File: config.mk
export PLATFORM = sky130hd
export DESIGN_NAME = press_setup_enable_control
export DESIGN_NICKNAME = d
export VERILOG_FILES = /design/src/rtl/press_setup_pkg.sv /design/src/rtl/pin_sync_edge.sv /design/src/rtl/restart_pulse_check.sv /design/src/rtl/press_setup_enable_control.sv
export VERILOG_INCLUDE_DIRS = /design/src /design/src/rtl
export SDC_FILE = /design/constraint.sdc
export NUM_CORES = 1
export LEC_CHECK = 0
export ABC_AREA = 1
export BUFFER_PORTS_ARGS = -buffer_cell sky130_fd_sc_hd__buf_2
export CAP_MARGIN = 0
export CORE_ASPECT_RATIO = 1.4
export CORE_MARGIN = 5
export CORE_UTILIZATION = 35
export CTS_CLUSTER_SIZE = 10
export DETAILED_ROUTE_END_ITERATION = 7
export RECOVER_POWER = 50
export SETUP_SLACK_MARGIN = 0.3
export SLEW_MARGIN = 20
export SYNTH_ARGS = -nofsm -noshare
export SYNTH_HDL_FRONTEND = slang
export SYNTH_SLANG_ARGS = --single-unit
File: constraint.sdc
create_clock -name CLK -period 1.7 [get_ports CLK]
set_clock_uncertainty 0.05 [all_clocks]
set_input_delay 0.255 -clock CLK [delete_from_list [all_inputs] [get_ports CLK]]
set_output_delay 0.255 -clock CLK [all_outputs]
set_load 0.01 [all_outputs]
File: src/rtl/press_setup_cfg.svh
`ifndef PRESS_SETUP_CFG_SVH
`define PRESS_SETUP_CFG_SVH

// scan clock rate in kHz
`define CLK_KHZ 20000

// restart pulse limits, in their own units
`define RST_MIN_SHORT_MS 100
`define RST_MIN_LONG_MS 350
`define RST_MAX_S 30

// restart pulse limits in scan cycles
`define RST_MIN_SHORT_CYC (`RST_MIN_SHORT_MS * `CLK_KHZ)
`define RST_MIN_LONG_CYC (`RST_MIN_LONG_MS * `CLK_KHZ)
`define RST_MAX_CYC (`RST_MAX_S * 1000 * `CLK_KHZ)
`define RST_CNT_W 30

// register byte addresses
`define CTRL_ADDR 8'h00
`define STAT_ADDR 8'h04

// control register fields
`define CTRL_MODE_LSB 0
`define CTRL_MODE_MSB 2
`define CTRL_EN2_BIT 3
`define CTRL_SINGLE_BIT 4
`define CTRL_LONG_BIT 5
`define CTRL_MODE_RST 3'h2

// status register fields
`define STAT_ENABLE_BIT 0
`define STAT_REQ_BIT 1
`define STAT_ARMED_BIT 2
`define STAT_EN1N_BIT 3
`define STAT_PINS_LSB 8

`endif

File: src/rtl/press_setup_pkg.sv
package press_setup_pkg;

    // interlock mode, coded as the printed mode number
    typedef enum logic [2:0] {
        MODE_WITHOUT = 3'h1,
        MODE_ALWAYS = 3'h2,
        MODE_ONOFF = 3'h3,
        MODE_TOP = 3'h4
    } mode_t;

    // operator and safety pins, raw from outside
    typedef struct packed {
        logic restart;
        logic top;
        logic en2;
        logic en1;
        logic on_start;
    } press_in_t;

    // software configuration
    typedef struct packed {
        logic long_pulse;
        logic single_stroke;
        logic en2_used;
        mode_t mode;
    } ctrl_t;

endpackage

File: src/rtl/pin_sync_edge.sv
`timescale 1ns/1ns
`default_nettype none

module pin_sync_edge
#(
    parameter int W = 5
)
(
    // clock, reset, enable
    input wire logic clk,
    input wire logic rst,
    input wire logic ce,
    // raw pins
    input wire logic [W-1:0] pin_raw,
    // synchronised level and edges
    output logic [W-1:0] level,
    output logic [W-1:0] rise,
    output logic [W-1:0] fall
);

    logic [W-1:0] meta_reg;
    logic [W-1:0] sync_reg;
    logic [W-1:0] prev_reg;

    // two-stage synchroniser, then one-scan history
    always_ff @(posedge clk)
    begin
        if (rst)
        begin
            meta_reg <= '0;
            sync_reg <= '0;
            prev_reg <= '0;
        end
        else if (ce)
        begin
            meta_reg <= pin_raw;
            sync_reg <= meta_reg;
            prev_reg <= sync_reg;
        end
    end

    // edges against previous scan
    assign level = sync_reg;
    assign rise = sync_reg & ~prev_reg;
    assign fall = ~sync_reg & prev_reg;

endmodule

`default_nettype wire

File: src/rtl/restart_pulse_check.sv
`timescale 1ns/1ns
`default_nettype none

`include "press_setup_cfg.svh"

module restart_pulse_check
(
    // clock, reset, enable
    input wire logic clk,
    input wire logic rst,
    input wire logic ce,
    // synchronised restart edges
    input wire logic pulse_rise,
    input wire logic pulse_fall,
    // accepted width window in scan cycles
    input wire logic [`RST_CNT_W-1:0] min_cyc,
    input wire logic [`RST_CNT_W-1:0] max_cyc,
    // one-scan pulse on a valid low-high-low
    output logic valid
);

    logic counting_reg;
    logic [`RST_CNT_W-1:0] cnt_reg;
    logic [`RST_CNT_W-1:0] cnt_next;

    // saturating high-time counter
    always_comb
    begin
        cnt_next = cnt_reg;
        if (cnt_reg != {`RST_CNT_W{1'b1}})
            cnt_next = cnt_reg + `RST_CNT_W'(1);
    end

    // a pulse counts only once its rising edge was seen
    always_ff @(posedge clk)
    begin
        if (rst)
        begin
            counting_reg <= 1'b0;
            cnt_reg <= '0;
        end
        else if (ce)
        begin
            if (pulse_rise)
            begin
                counting_reg <= 1'b1;
                cnt_reg <= `RST_CNT_W'(1);
            end
            else if (pulse_fall)
                counting_reg <= 1'b0;
            else if (counting_reg)
                cnt_reg <= cnt_next;
        end
    end

    // width check on the falling edge
    assign valid = ce && pulse_fall && counting_reg
        && (cnt_reg >= min_cyc)
        && (cnt_reg <= max_cyc);

endmodule

`default_nettype wire

File: src/rtl/press_setup_enable_control.sv
// What this block does
// Enable drops at once whenever the main permit is low.
// Start-only permit is checked only while enable is low.
// Start/stop rising edge requests start; falling edge stops the press.
// Inverted-permit output always mirrors the main permit inverted.
// With single stroke on, a top rising edge ends the stroke.
// Restart-required shows the interlock only while permits are high.
// Mode 1 never arms; a new start edge resumes after any stop.
// Mode 2 arms at start and on every stop.
// Mode 3 arms at start and on start/stop or permit stops.
// Mode 4 arms at start and on top or permit stops.
// Restart high phase shorter than 100 or 350 ms is rejected.
// A valid restart pulse clears the interlock and restart-required.
// Start-only permit is used only when its option is on.
// With single stroke off the top input never stops the press.
// Restart high phases over 30 s are ignored too.
// Enable stays low while restart-required is high.
// Enable rises only on a start edge with all permits met.
// Edges come from comparing each input with its previous scan.
//
// Local design decisions: the APB interface to the registers and the register addresses.

`timescale 1ns/1ns
`default_nettype none

`include "press_setup_cfg.svh"

module press_setup_enable_control
#(
    parameter logic [`RST_CNT_W-1:0] MIN_SHORT_CYC =
        `RST_CNT_W'(`RST_MIN_SHORT_CYC),
    parameter logic [`RST_CNT_W-1:0] MIN_LONG_CYC =
        `RST_CNT_W'(`RST_MIN_LONG_CYC),
    parameter logic [`RST_CNT_W-1:0] MAX_CYC =
        `RST_CNT_W'(`RST_MAX_CYC)
)
(
    // clock, reset, clock enable
    input wire logic CLK,
    input wire logic RST,
    input wire logic CE,
    // apb slave
    input wire logic PSEL,
    input wire logic PENABLE,
    input wire logic PWRITE,
    input wire logic [7:0] PADDR,
    input wire logic [31:0] PWDATA,
    output logic [31:0] PRDATA,
    output logic PREADY,
    output logic PSLVERR,
    // operator and safety pins
    input wire press_setup_pkg::press_in_t PINS,
    // press drive outputs
    output logic ENABLE,
    output logic RESTART_REQUIRED,
    output logic EN1_INVERTED
);

    import press_setup_pkg::*;

    press_in_t pin_lvl;
    press_in_t pin_rise;
    press_in_t pin_fall;
    ctrl_t ctrl_reg;
    mode_t mode_eff;
    logic armed_reg;
    logic enable_reg;
    logic enable_next;
    logic restart_valid;
    logic en2_ok;
    logic permits_ok;
    logic req;
    logic stop_onoff;
    logic stop_top;
    logic stop_en1;
    logic arm_event;
    logic start_req;
    logic [`RST_CNT_W-1:0] min_cyc;
    logic [31:0] prdata_reg;
    logic pslverr_reg;
    logic [31:0] ctrl_word;
    logic [31:0] stat_word;
    logic wr_access;
    logic rd_setup;

    // pin synchronisers and edge detection
    pin_sync_edge #(
        .W($bits(press_in_t))
    ) u_sync (
        .clk(CLK),
        .rst(RST),
        .ce(CE),
        .pin_raw(PINS),
        .level(pin_lvl),
        .rise(pin_rise),
        .fall(pin_fall)
    );

    // restart width selection
    assign min_cyc = ctrl_reg.long_pulse ? MIN_LONG_CYC : MIN_SHORT_CYC;

    // restart pulse width check
    restart_pulse_check u_restart (
        .clk(CLK),
        .rst(RST),
        .ce(CE),
        .pulse_rise(pin_rise.restart),
        .pulse_fall(pin_fall.restart),
        .min_cyc(min_cyc),
        .max_cyc(MAX_CYC),
        .valid(restart_valid)
    );

    // unknown mode codes fall back to the strictest mode
    always_comb
    begin
        case (ctrl_reg.mode)
            MODE_WITHOUT: mode_eff = MODE_WITHOUT;
            MODE_ALWAYS: mode_eff = MODE_ALWAYS;
            MODE_ONOFF: mode_eff = MODE_ONOFF;
            MODE_TOP: mode_eff = MODE_TOP;
            default: mode_eff = MODE_ALWAYS;
        endcase
    end

    // start-only permit, ignored when not configured
    assign en2_ok = !ctrl_reg.en2_used || pin_lvl.en2;
    assign permits_ok = pin_lvl.en1 && en2_ok;

    // stop causes seen this scan
    assign stop_onoff = pin_fall.on_start && enable_reg;
    assign stop_top = ctrl_reg.single_stroke && pin_rise.top
        && enable_reg;
    assign stop_en1 = pin_fall.en1;

    // which stops arm the interlock in the current mode
    always_comb
    begin
        case (mode_eff)
            MODE_WITHOUT: arm_event = 1'b0;
            MODE_ALWAYS: arm_event = stop_onoff || stop_top
                || stop_en1;
            MODE_ONOFF: arm_event = stop_onoff || stop_en1;
            MODE_TOP: arm_event = stop_top || stop_en1;
            default: arm_event = stop_onoff || stop_top || stop_en1;
        endcase
    end

    // interlock flag; arming wins over a clearing restart
    always_ff @(posedge CLK)
    begin
        if (RST)
            armed_reg <= 1'b1;
        else if (CE)
        begin
            if (mode_eff == MODE_WITHOUT)
                armed_reg <= 1'b0;
            else if (arm_event)
                armed_reg <= 1'b1;
            else if (restart_valid)
                armed_reg <= 1'b0;
        end
    end

    // interlock shown only when a restart could be accepted
    assign req = armed_reg && permits_ok
        && (mode_eff != MODE_WITHOUT);

    // start request with every precondition met
    assign start_req = pin_rise.on_start && !armed_reg
        && permits_ok;

    // next enable: stops first, then start
    always_comb
    begin
        enable_next = enable_reg;
        if (!pin_lvl.en1)
            enable_next = 1'b0;
        else if (pin_fall.on_start)
            enable_next = 1'b0;
        else if (ctrl_reg.single_stroke && pin_rise.top)
            enable_next = 1'b0;
        else if (armed_reg)
            enable_next = 1'b0;
        else if (!enable_reg && start_req)
            enable_next = 1'b1;
    end

    // enable flip-flop; start-only permit no longer looked at once high
    always_ff @(posedge CLK)
    begin
        if (RST)
            enable_reg <= 1'b0;
        else if (CE)
            enable_reg <= enable_next;
    end

    // drive outputs
    assign ENABLE = enable_reg && pin_lvl.en1 && !req;
    assign RESTART_REQUIRED = req;
    assign EN1_INVERTED = !pin_lvl.en1;

    // register select, shared by the write and read paths
    function automatic logic addr_hit(
        input logic [7:0] a,
        input logic [7:0] r
    );
        return a == r;
    endfunction

    // apb phase decode
    assign wr_access = CE && PSEL && PENABLE && PWRITE;
    assign rd_setup = CE && PSEL && !PENABLE;

    // control register write
    always_ff @(posedge CLK)
    begin
        if (RST)
        begin
            ctrl_reg.mode <= mode_t'(`CTRL_MODE_RST);
            ctrl_reg.en2_used <= 1'b0;
            ctrl_reg.single_stroke <= 1'b0;
            ctrl_reg.long_pulse <= 1'b0;
        end
        else if (wr_access && addr_hit(PADDR, `CTRL_ADDR))
        begin
            ctrl_reg.mode <= mode_t'(PWDATA[`CTRL_MODE_MSB:`CTRL_MODE_LSB]);
            ctrl_reg.en2_used <= PWDATA[`CTRL_EN2_BIT];
            ctrl_reg.single_stroke <= PWDATA[`CTRL_SINGLE_BIT];
            ctrl_reg.long_pulse <= PWDATA[`CTRL_LONG_BIT];
        end
    end

    // readback words
    always_comb
    begin
        ctrl_word = '0;
        ctrl_word[`CTRL_MODE_MSB:`CTRL_MODE_LSB] = ctrl_reg.mode;
        ctrl_word[`CTRL_EN2_BIT] = ctrl_reg.en2_used;
        ctrl_word[`CTRL_SINGLE_BIT] = ctrl_reg.single_stroke;
        ctrl_word[`CTRL_LONG_BIT] = ctrl_reg.long_pulse;
        stat_word = '0;
        stat_word[`STAT_ENABLE_BIT] = ENABLE;
        stat_word[`STAT_REQ_BIT] = req;
        stat_word[`STAT_ARMED_BIT] = armed_reg;
        stat_word[`STAT_EN1N_BIT] = !pin_lvl.en1;
        stat_word[`STAT_PINS_LSB +: $bits(press_in_t)] = pin_lvl;
    end

    // read data and error captured in the setup cycle
    always_ff @(posedge CLK)
    begin
        if (RST)
        begin
            prdata_reg <= '0;
            pslverr_reg <= 1'b0;
        end
        else if (rd_setup)
        begin
            if (addr_hit(PADDR, `CTRL_ADDR))
            begin
                prdata_reg <= PWRITE ? 32'h0000_0000 : ctrl_word;
                pslverr_reg <= 1'b0;
            end
            else if (addr_hit(PADDR, `STAT_ADDR))
            begin
                prdata_reg <= PWRITE ? 32'h0000_0000 : stat_word;
                pslverr_reg <= PWRITE;
            end
            else
            begin
                prdata_reg <= 32'h0000_0000;
                pslverr_reg <= 1'b1;
            end
        end
    end

    // zero-wait answer, stalled while the clock enable is low
    assign PREADY = CE;
    assign PRDATA = prdata_reg;
    assign PSLVERR = pslverr_reg && PSEL && PENABLE;

endmodule

`default_nettype wire

Yosys cells after proc, flatten, opt, wreduce, memory -nomap -nowiden:

Cells that the tools add are included.

* bits in registers: 87
* bits of input ports: 51
* output and inout port bits: 37
* logic and storage cells: 96

* $add $sub $neg: 1
* order comparisons: 2
* eq/ne operators: 11
* multiplexer cells: 23
* bitwise gates (word level): 4
* reductions and logical operators: 42

Operators by type and width (count)
* 2-to-1 mux 30 bit: 4
* 2-to-1 mux 13 bit: 3
* adder 30 x 1 -> 30 bit (second input constant): 1
* >= comparator 30 x 23 -> 1 bit: 1
* <= comparator 30 bit (second input constant): 1
* != test 30 bit (second input constant): 1
* 2-to-1 mux 23 bit: 1
* logical AND 1 bit: 22
* 2-to-1 mux 1 bit: 12
* bitwise AND 5 bit: 2
* NOT 5 bit: 2
* one-hot mux 3 bit (3 select lines): 1
* equality test 8 x 3 -> 1 bit (second input constant): 1
* logical NOT 8 bit: 1
* equality test 3 x 1 -> 1 bit (second input constant): 2
* equality test 3 x 2 -> 1 bit (second input constant): 2
* equality test 3 bit (second input constant): 2
* logical NOT 1 bit: 6
* 2-to-1 mux 6 bit: 1
* AND reduction 2 bit: 3
* nonzero test 2 bit: 3
* logical OR 1 bit: 5
* != test 5 bit (second input constant): 1
* AND reduction 4 bit: 1
* other kinds (4): 4

Longest topological paths before layout:

Gate-level depths: netlist of the first run.

* depth after elaboration: 10
* depth in mapped cells: 13

Hierarchy:

From an unflattened synthesis of the first run, not the netlist that was laid out.

* cell total of the unflattened synthesis: 978
* area total of the unflattened synthesis: 5888.1 um^2

Modules (own cells, without submodules)
* restart_pulse_check: instances 1, cells each 696, area each 3977.6 um^2, sequential area each 620.6 um^2
* press_setup_enable_control: instances 1, cells each 172, area each 1219.9 um^2, sequential area each 400.4 um^2
* pin_sync_edge: instances 1, cells each 110, area each 690.7 um^2, sequential area each 300.3 um^2

Worst setup path after synthesis of the first run:

No wires, ideal clock.

* kind: register to register
* start point: reg u_restart.cnt_reg[0]
* end point: reg u_restart.cnt_reg[0]
* arrival time: 1.557 ns
* data required time: 1.532 ns
* slack: -0.025 ns
* cell stages (with the launch flop): 12
* clock period less this slack: 1.725 ns
* cells stage by stage: dfxtp_1 -> ha_1 -> nand2_1 -> nor2_2 -> nand2_2 -> nor2_2 -> nand3_2 -> nand2_2 -> nand2_4 -> buf_6 -> o21ai_1 -> nor2_1

* cells in the longest elaborated chain, start to end: 5

Ends and longest elaborated chain
* from (decl): RTL line restart_pulse_check.sv:23 `` logic [`RST_CNT_W-1:0] cnt_reg; ``
* from (signal assigned): RTL line restart_pulse_check.sv:47 `` cnt_reg <= `RST_CNT_W'(1); ``
* from (signal assigned): RTL line restart_pulse_check.sv:52 `cnt_reg <= cnt_next;`
* adder 30 x 1 -> 30 bit: RTL line restart_pulse_check.sv:31 `` cnt_next = cnt_reg + `RST_CNT_W'(1); ``
* 2-to-1 mux 30 bit: RTL line restart_pulse_check.sv:30 `` if (cnt_reg != {`RST_CNT_W{1'b1}}) ``
* 2-to-1 mux 30 bit: RTL line restart_pulse_check.sv:51 `else if (counting_reg)`
* 2-to-1 mux 30 bit: RTL line restart_pulse_check.sv:49 `else if (pulse_fall)`
* 2-to-1 mux 30 bit: RTL line restart_pulse_check.sv:44 `if (pulse_rise)`

Several ways; a longest one is shown, not always the timed one. The select of a mux whose other input is x is not followed.
A chain may end at the register's enable or synchronous reset.

Final worst setup path of the first run:

* start point: reg u_restart.cnt_reg[9]
* end point: reg u_restart.cnt_reg[22]

The elaborated chain is that of the path after synthesis.

==> results.md, run 1 <==
- Placement Setup Slack: -113 ps
- Sw Share: 24.0%
- Placed cells: 943
- R2r startpoint: u_restart.cnt_reg[9]
- First-pass GRT wire length: around 23000 um
- Share of the yosys chip area belonging to registers: 30.4%
- Fin cells: around 980
- Fin worst setup slack: approximately 13 ps
- Cell family with most CP delay: simple AND/OR/NAND/NOR gates
- Hold Crit Start: PINS[0]
- Fin area: 6020 um2
- Hold endpoint: u_sync.meta_reg[0]
- Antenna violation net count after detailed routing: 0
- Flops & latches, synth: 65
- Min-Delay Path Depth: 3
- Commonest cells after routing, fill and taps aside: 149 x nand2_1, 133 x nor2_1, 78 x buf_4
- Critical Path RT: roughly 1900 ps
- IO Pins: 88
- Vias in the first global route: ~4900
- Max Slew Vio Count: 0
- Period utilisation layout: 99.3%
- FILL cells: 1200
- Rows: 47
- Via density: roughly 4.9
- Most frequent CP cell: nor2_1
- Starting Density: between 30% and 40%
- Die H: about 140 um
- Nets: a little under 900
- Max transition margin: roughly two thirds
- Setup slack, reg-to-reg: between 10 and 15 ps
- Hold Path Class: input pin to register
- Worst vdd ir: 0.616 mV
- Reg2reg end: u_restart.cnt_reg[22]
- Max cap viols: 0
- Core area: around 12000 um2
- Yosys warns: 0
- Wirelength, routed: approximately 15000 um
- Root Buffer: clkbuf_16
- EDFF count, synth: 0
- Iter 0 DRT Violations: ~240
- CTS tree: done
- Sequential Power Share: 37.9%
- Synth cell types: 32
- Commonest non-fill, non-tap cell in the layout: nand2_1
- Pint: between 3 and 4 mW
- # port buffers: 40
- Critical Path Max Stage Delay: 360 ps
- Max reg flops: 30
- Synth Instances: 706
- Setup TNS Final: 0 ps
- Drt first pass iters: 4
- Async S/R FF share, synth: 0%
- Initial antenna violation count: 0
- WP depth: 10
- Layout cells sized above 1: between 30% and 40%
- Register-to-Register Path Depth: 10
- Comb power frac: just over 9%
- Top cell type's share of synthesized area: a little under a third
- Power Density: about 690 nW/um2
- CTS max path bufs: 2
- Status: finished, final reports clean
- Static leakage: 2.59 nW
- Avg WL per Cell: 14.9 um
- Overflow left after global routing: 0
- Fin util: between 50% and 60%
- Final Power: about 4.2 mW
- Clk pin slew, worst setup/hold paths: about 60 ps
- Vias: 4817
- Endpoints failing setup: 0
- Critical Path AT: approximately 1800 ps
- Worst path buffer plus inverter count: 1
- Fmax: roughly 590 MHz
- Switching pwr: between 1 and 1.5 mW
- Hold_buf cts: 0
- Dominant synthesized flop cell: dfxtp_1
- Sink Count: 65
- Yosys top cell by area: dfxtp_1
- Diodes inserted: 0
- Crit Path Max Fanout: 3
- Die ar.: between 10000 and 15000 um2
- Placed cell areas: 5090 um2
- DRC errors left: 0
- Synth Area per Inst: a little over 6 um2
- Worst Tran Pin Value: roughly 520 ps
- Slowest stage cell, crit path: dfxtp_2
- Min Tclk post-route: ~1700 ps
- Worst-Skew Late Latency: between 300 and 400 ps
- DP HPWL: about 10000 um
- Total track usage: about a fifth
- Die X: between 100 and 150 um
- RSZ-0062 raised after global routing: true
- Worst-path cell chain: nand2_2 -> buf_4 -> nor2_1 -> nand2_1 -> nor2_2 -> nand3_1 -> nand3_1 -> nor2_1 -> nor2_1 -> nor2_1
- Setup CP Type: register to register
- WHS: 94.3 ps
- Htree depth: 3
- Clock share of power: 52.9%
- CTS Buf Count: 9
- Mapped cell area: approximately 4300 um2
- Final Hold Viols: 0
- Ranking of synthesized cells by area: dfxtp_1 30%, nand2_1 15%, nor2_1 15%, inv_1 5.7%, nand3_1 5.5%
- Startpoint types: register
- Pin count of the biggest net entering global routing: 37
- Kind of end point of the critical path: register
- GPL Wtd Cong: 0.949
- Synth-to-Final Area Change: 40.9%
==> logic make-up (layout without fill, tap and decap cells) <==
family,Yosys count,count (layout),share of synthesized area [%]
buffers and inverters,108,213,12.1
AOI/OAI and AO/OA,78,78,9.22
and+or+nand+nor,430,433,42.0
xor gates and xnor gates,10,10,2.05
adders and majority gates,14,14,4.10
DFF,65,65,30.4
other,1,21,0.0877
==> tightest hold or removal path, stage by stage <==
cell	delay, ps
buf_2	70
nor2_1	30
nor2_1	80
==> power groups by stage <==
| stage | combinational [mW] | clock [mW] | sequential, mW |
|---|---|---|---|
| after global routing | 0.417 | 2.32 | 1.58 |
| after CTS | 0.366 | 2.24 | 1.58 |
| after floorplan | 0.227 | 0 | 1.61 |
| after detailed placement | 0.318 | 0 | 1.61 |
| final | 0.379 | 2.20 | 1.58 |
| after global placement | 0.314 | 0 | 1.61 |
==> area by class of cell <==
class | count | area [um2] | area share (%)
Multi-Input combinational cell | 556 | 2990 | 49.7
Clock inverter | 6 | 115 | 1.91
Sequential cell | 65 | 1330 | 22.0
Clock buffer | 10 | 239 | 3.97
Timing Repair Buffer | 130 | 905 | 15.0
Inverter | 67 | 262 | 4.34
Tap cell | 147 | 184 | 3.05
==> synth_stat cells, drive strengths merged (8+ instances only) <==
master  number
xor2         8
ha          14
nand3       50
clkbuf      10
a21oi       45
nor3        11
nand2      180
buf         31
o21ai       31
dfxtp       65
nor2       176
inv         67
==> how the worst max path moves through the flow <==
stage,endpoint,from,slack (ps)
floorplan,u_restart.cnt_reg[0],u_restart.cnt_reg[1],100
CTS,ENABLE,ctrl_reg[0],50
finish,u_restart.cnt_reg[22],u_restart.cnt_reg[9],10
global route,u_restart.cnt_reg[22],u_restart.cnt_reg[8],-150
detailed placement,u_restart.cnt_reg[27],u_restart.cnt_reg[1],-110
global placement,u_restart.cnt_reg[25],u_restart.cnt_reg[2],-110
==> timing repair <==
item,CTS,global route
cloned,3,0
setup buffers,15,4
gates resized for setup,89,38
pin swaps,25,14
hold endpoints to repair,0,0
endpoints found under the setup margin,33,36
==> per-layer routing <==
layer / GRT usage, % / vias to the layer above / wire (um)
met5: 0 / - / 0
met4: 11.3 / 0 / 764
met3: 3.91 / 48 / 493
met2: 38.4 / 129 / 7930
met1: 20.7 / 2204 / 5410
li1: - / 2436 / -
No activity file was read; power rests on OpenSTA's default activity.
==> inputs of run 2 (changes only) <==
CORE_ASPECT_RATIO = 1.1   (was 1.4)
==> run 2 against run 1 <==
  * Critical path depth stayed put
  * Final area is 2.8% lower
  * Total power is 9.5% lower
  * Sequential cell count stayed put
  * Sequential power hardly changed
  * Combinational power is 1% higher
  * Worst setup slack better by 5.1 ps
  * Core utilization is 1.8 points lower
  * First-iteration DRC count is 5.1% higher
  * Critical path type unchanged
  * Highest routed layer unchanged
==> results.md, run 2 (same netlist as run 1, synthesis figures left out) <==
- Crit Path Max Fanout: 12 (+9)
- CTS tree: done
- Placed cell areas: 5050 um2 (-0.86%)
- Placement Setup Slack: -64.0 ps (+49.4 ps)
- Max cap viols: 0 (unchanged)
- Vias in the first global route: 4368 (-12%)
- Power Density: 643 nW/um2 (-6.9%)
- Worst Tran Pin Value: 667 ps (+149 ps)
- IO Pins: 88 (unchanged)
- Startpoint types: register
- Hold_buf cts: 0 (unchanged)
- Core area: 12000 um2 (+0.86%)
- RSZ-0062 raised after global routing: true
- Endpoints failing setup: 0 (unchanged)
- CTS Buf Count: 9 (unchanged)
- Fmax: 594 MHz (+0.30%)
- Total track usage: 18.4% (-2.2 points)
- Sink Count: 65 (unchanged)
- Max Slew Vio Count: 0 (unchanged)
- Drt first pass iters: 7 (+3)
- Placed cells: 943 (unchanged)
- Layout cells sized above 1: 28.0% (-3.3 points)
- Overflow left after global routing: 0 (unchanged)
- Worst vdd ir: 0.492 mV (-20%)
- Setup CP Type: register to register
- Die X: 115 um (+12%)
- Iter 0 DRT Violations: 248 (+5.1%)
- Static leakage: 2.50 nW (-3.5%)
- Synth-to-Final Area Change: 37.0%
- Max reg flops: 30 (unchanged)
- FILL cells: 1244 (+3.7%)
- Kind of end point of the critical path: register
- Root Buffer: clkbuf_16
- Rows: 42 (-11%)
- Commonest non-fill, non-tap cell in the layout: nand2_1
- Final Power: 3.76 mW (-9.5%)
- Starting Density: 35.7% (-0.31 points)
- Period utilisation layout: 99.0% (-0.30 points)
- Fin worst setup slack: 17.8 ps (+5.09 ps)
- DP HPWL: 9400 um (-10%)
- First-pass GRT wire length: 21200 um (-10%)
- Critical Path RT: 1860 ps (about the same)
- Max transition margin: 55.6% (-9.9 points)
- DRC errors left: 0 (unchanged)
- Min Tclk post-route: 1680 ps (-5.09 ps)
- Nets: 887 (-0.78%)
- Htree depth: 3 (unchanged)
- Hold Path Class: input pin to register
- # port buffers: 40 (unchanged)
- Clk pin slew, worst setup/hold paths: 60 ps (about the same)
- Die ar.: 14500 um2 (-0.20%)
- Fin cells: 980 (-0.10%)
- Antenna violation net count after detailed routing: 0 (unchanged)
- Via density: 4.75 (-3.2%)
- Avg WL per Cell: 13.5 um (-9.1%)
- GPL Wtd Cong: 0.936 (-1.4%)
- Final Hold Viols: 0 (unchanged)
- CTS max path bufs: 2 (unchanged)
- Diodes inserted: 0 (unchanged)
- Commonest cells after routing, fill and taps aside: 153 x nand2_1, 143 x nor2_1, 71 x buf_4
- Status: finished, final reports clean
- Pin count of the biggest net entering global routing: 37 (unchanged)
- Vias: 4656 (-3.3%)
- Die H: 126 um (-11%)
- WHS: 81.4 ps (-12.9 ps)
- Fin util: 48.9% (-1.8 points)
- Critical Path AT: 1850 ps (about the same)
- Worst-Skew Late Latency: 340 ps (about the same)
- Initial antenna violation count: 0 (unchanged)
- Setup TNS Final: 0 ps (unchanged)
- Fin area: 5850 um2 (-2.8%)
- Wirelength, routed: 13300 um (-9.2%)
-- run 2: cell count changes in the layout (fill, tap and decap cells not counted), sizes merged --
cell    delta
buf        -5
bufinv     -3
clkbuf     -2
clkinv     +1
inv        +1
-- run 2: worst paths after layout --
path / from / endpoint / slack [ps] / cells past startpoint
max: u_restart.cnt_reg[8] / u_restart.cnt_reg[18] / 20 / 10
min: PINS[3] / u_sync.meta_reg[3] / 80 / 3
max reg2reg: u_restart.cnt_reg[8] / u_restart.cnt_reg[18] / 20 / 10
min reg2reg: u_sync.prev_reg[3] / u_sync.prev_reg[3] / 420 / 2
-- run 2: per-layer routing --
layer | wire [um] | global-route usage, % | part of all wire (%) | up-vias
li1 | - | - | - | 2427
met1 | 5590 | 23.3 | 42 | 2081
met2 | 6620 | 30.2 | 50 | 119
met3 | 675 | 3.98 | 5.1 | 29
met4 | 375 | 7.60 | 2.8 | 0
met5 | 0 | 0 | 0 | -
-- run 2: report_power, final --
part,switching [mW],internal [mW]
combinational,0.242,0.141
clock,0.730,1.07
sequential,0.0220,1.55
total,0.994,2.77
-- run 2: worst max-delay path: stages, from the launching register on --
cell and delay (ps):
dfxtp_1 380, nand2_1 90, nor2_1 170, nand2_2 120, nor2_4 140, nand3_2 110, nand3_4 150, buf_12 160
nor2_1 50, nor2_1 90, nor2_1 40
-- run 2: what timing repair did --
action / 4_1_cts / 5_1_grt
buffers inserted: 12 / 6
cloned: 4 / 0
pin swaps: 12 / 22
resized for setup: 65 / 33
setup endpoints to repair: 33 / 35
endpoints found under the hold margin: 0 / 0
-- run 2: area by class of cell --
| cell class | instances | area, um2 | share of cell area [%] |
|---|---|---|---|
| multi-input cells | 556 | 2930 | 50.0 |
| flip-flops and latches | 65 | 1320 | 22.5 |
| well taps | 154 | 193 | 3.29 |
| inverters | 67 | 259 | 4.42 |
| repair buffers | 123 | 865 | 14.8 |
| clock inverters | 5 | 38.8 | 0.663 |
| clock buffers | 10 | 250 | 4.27 |
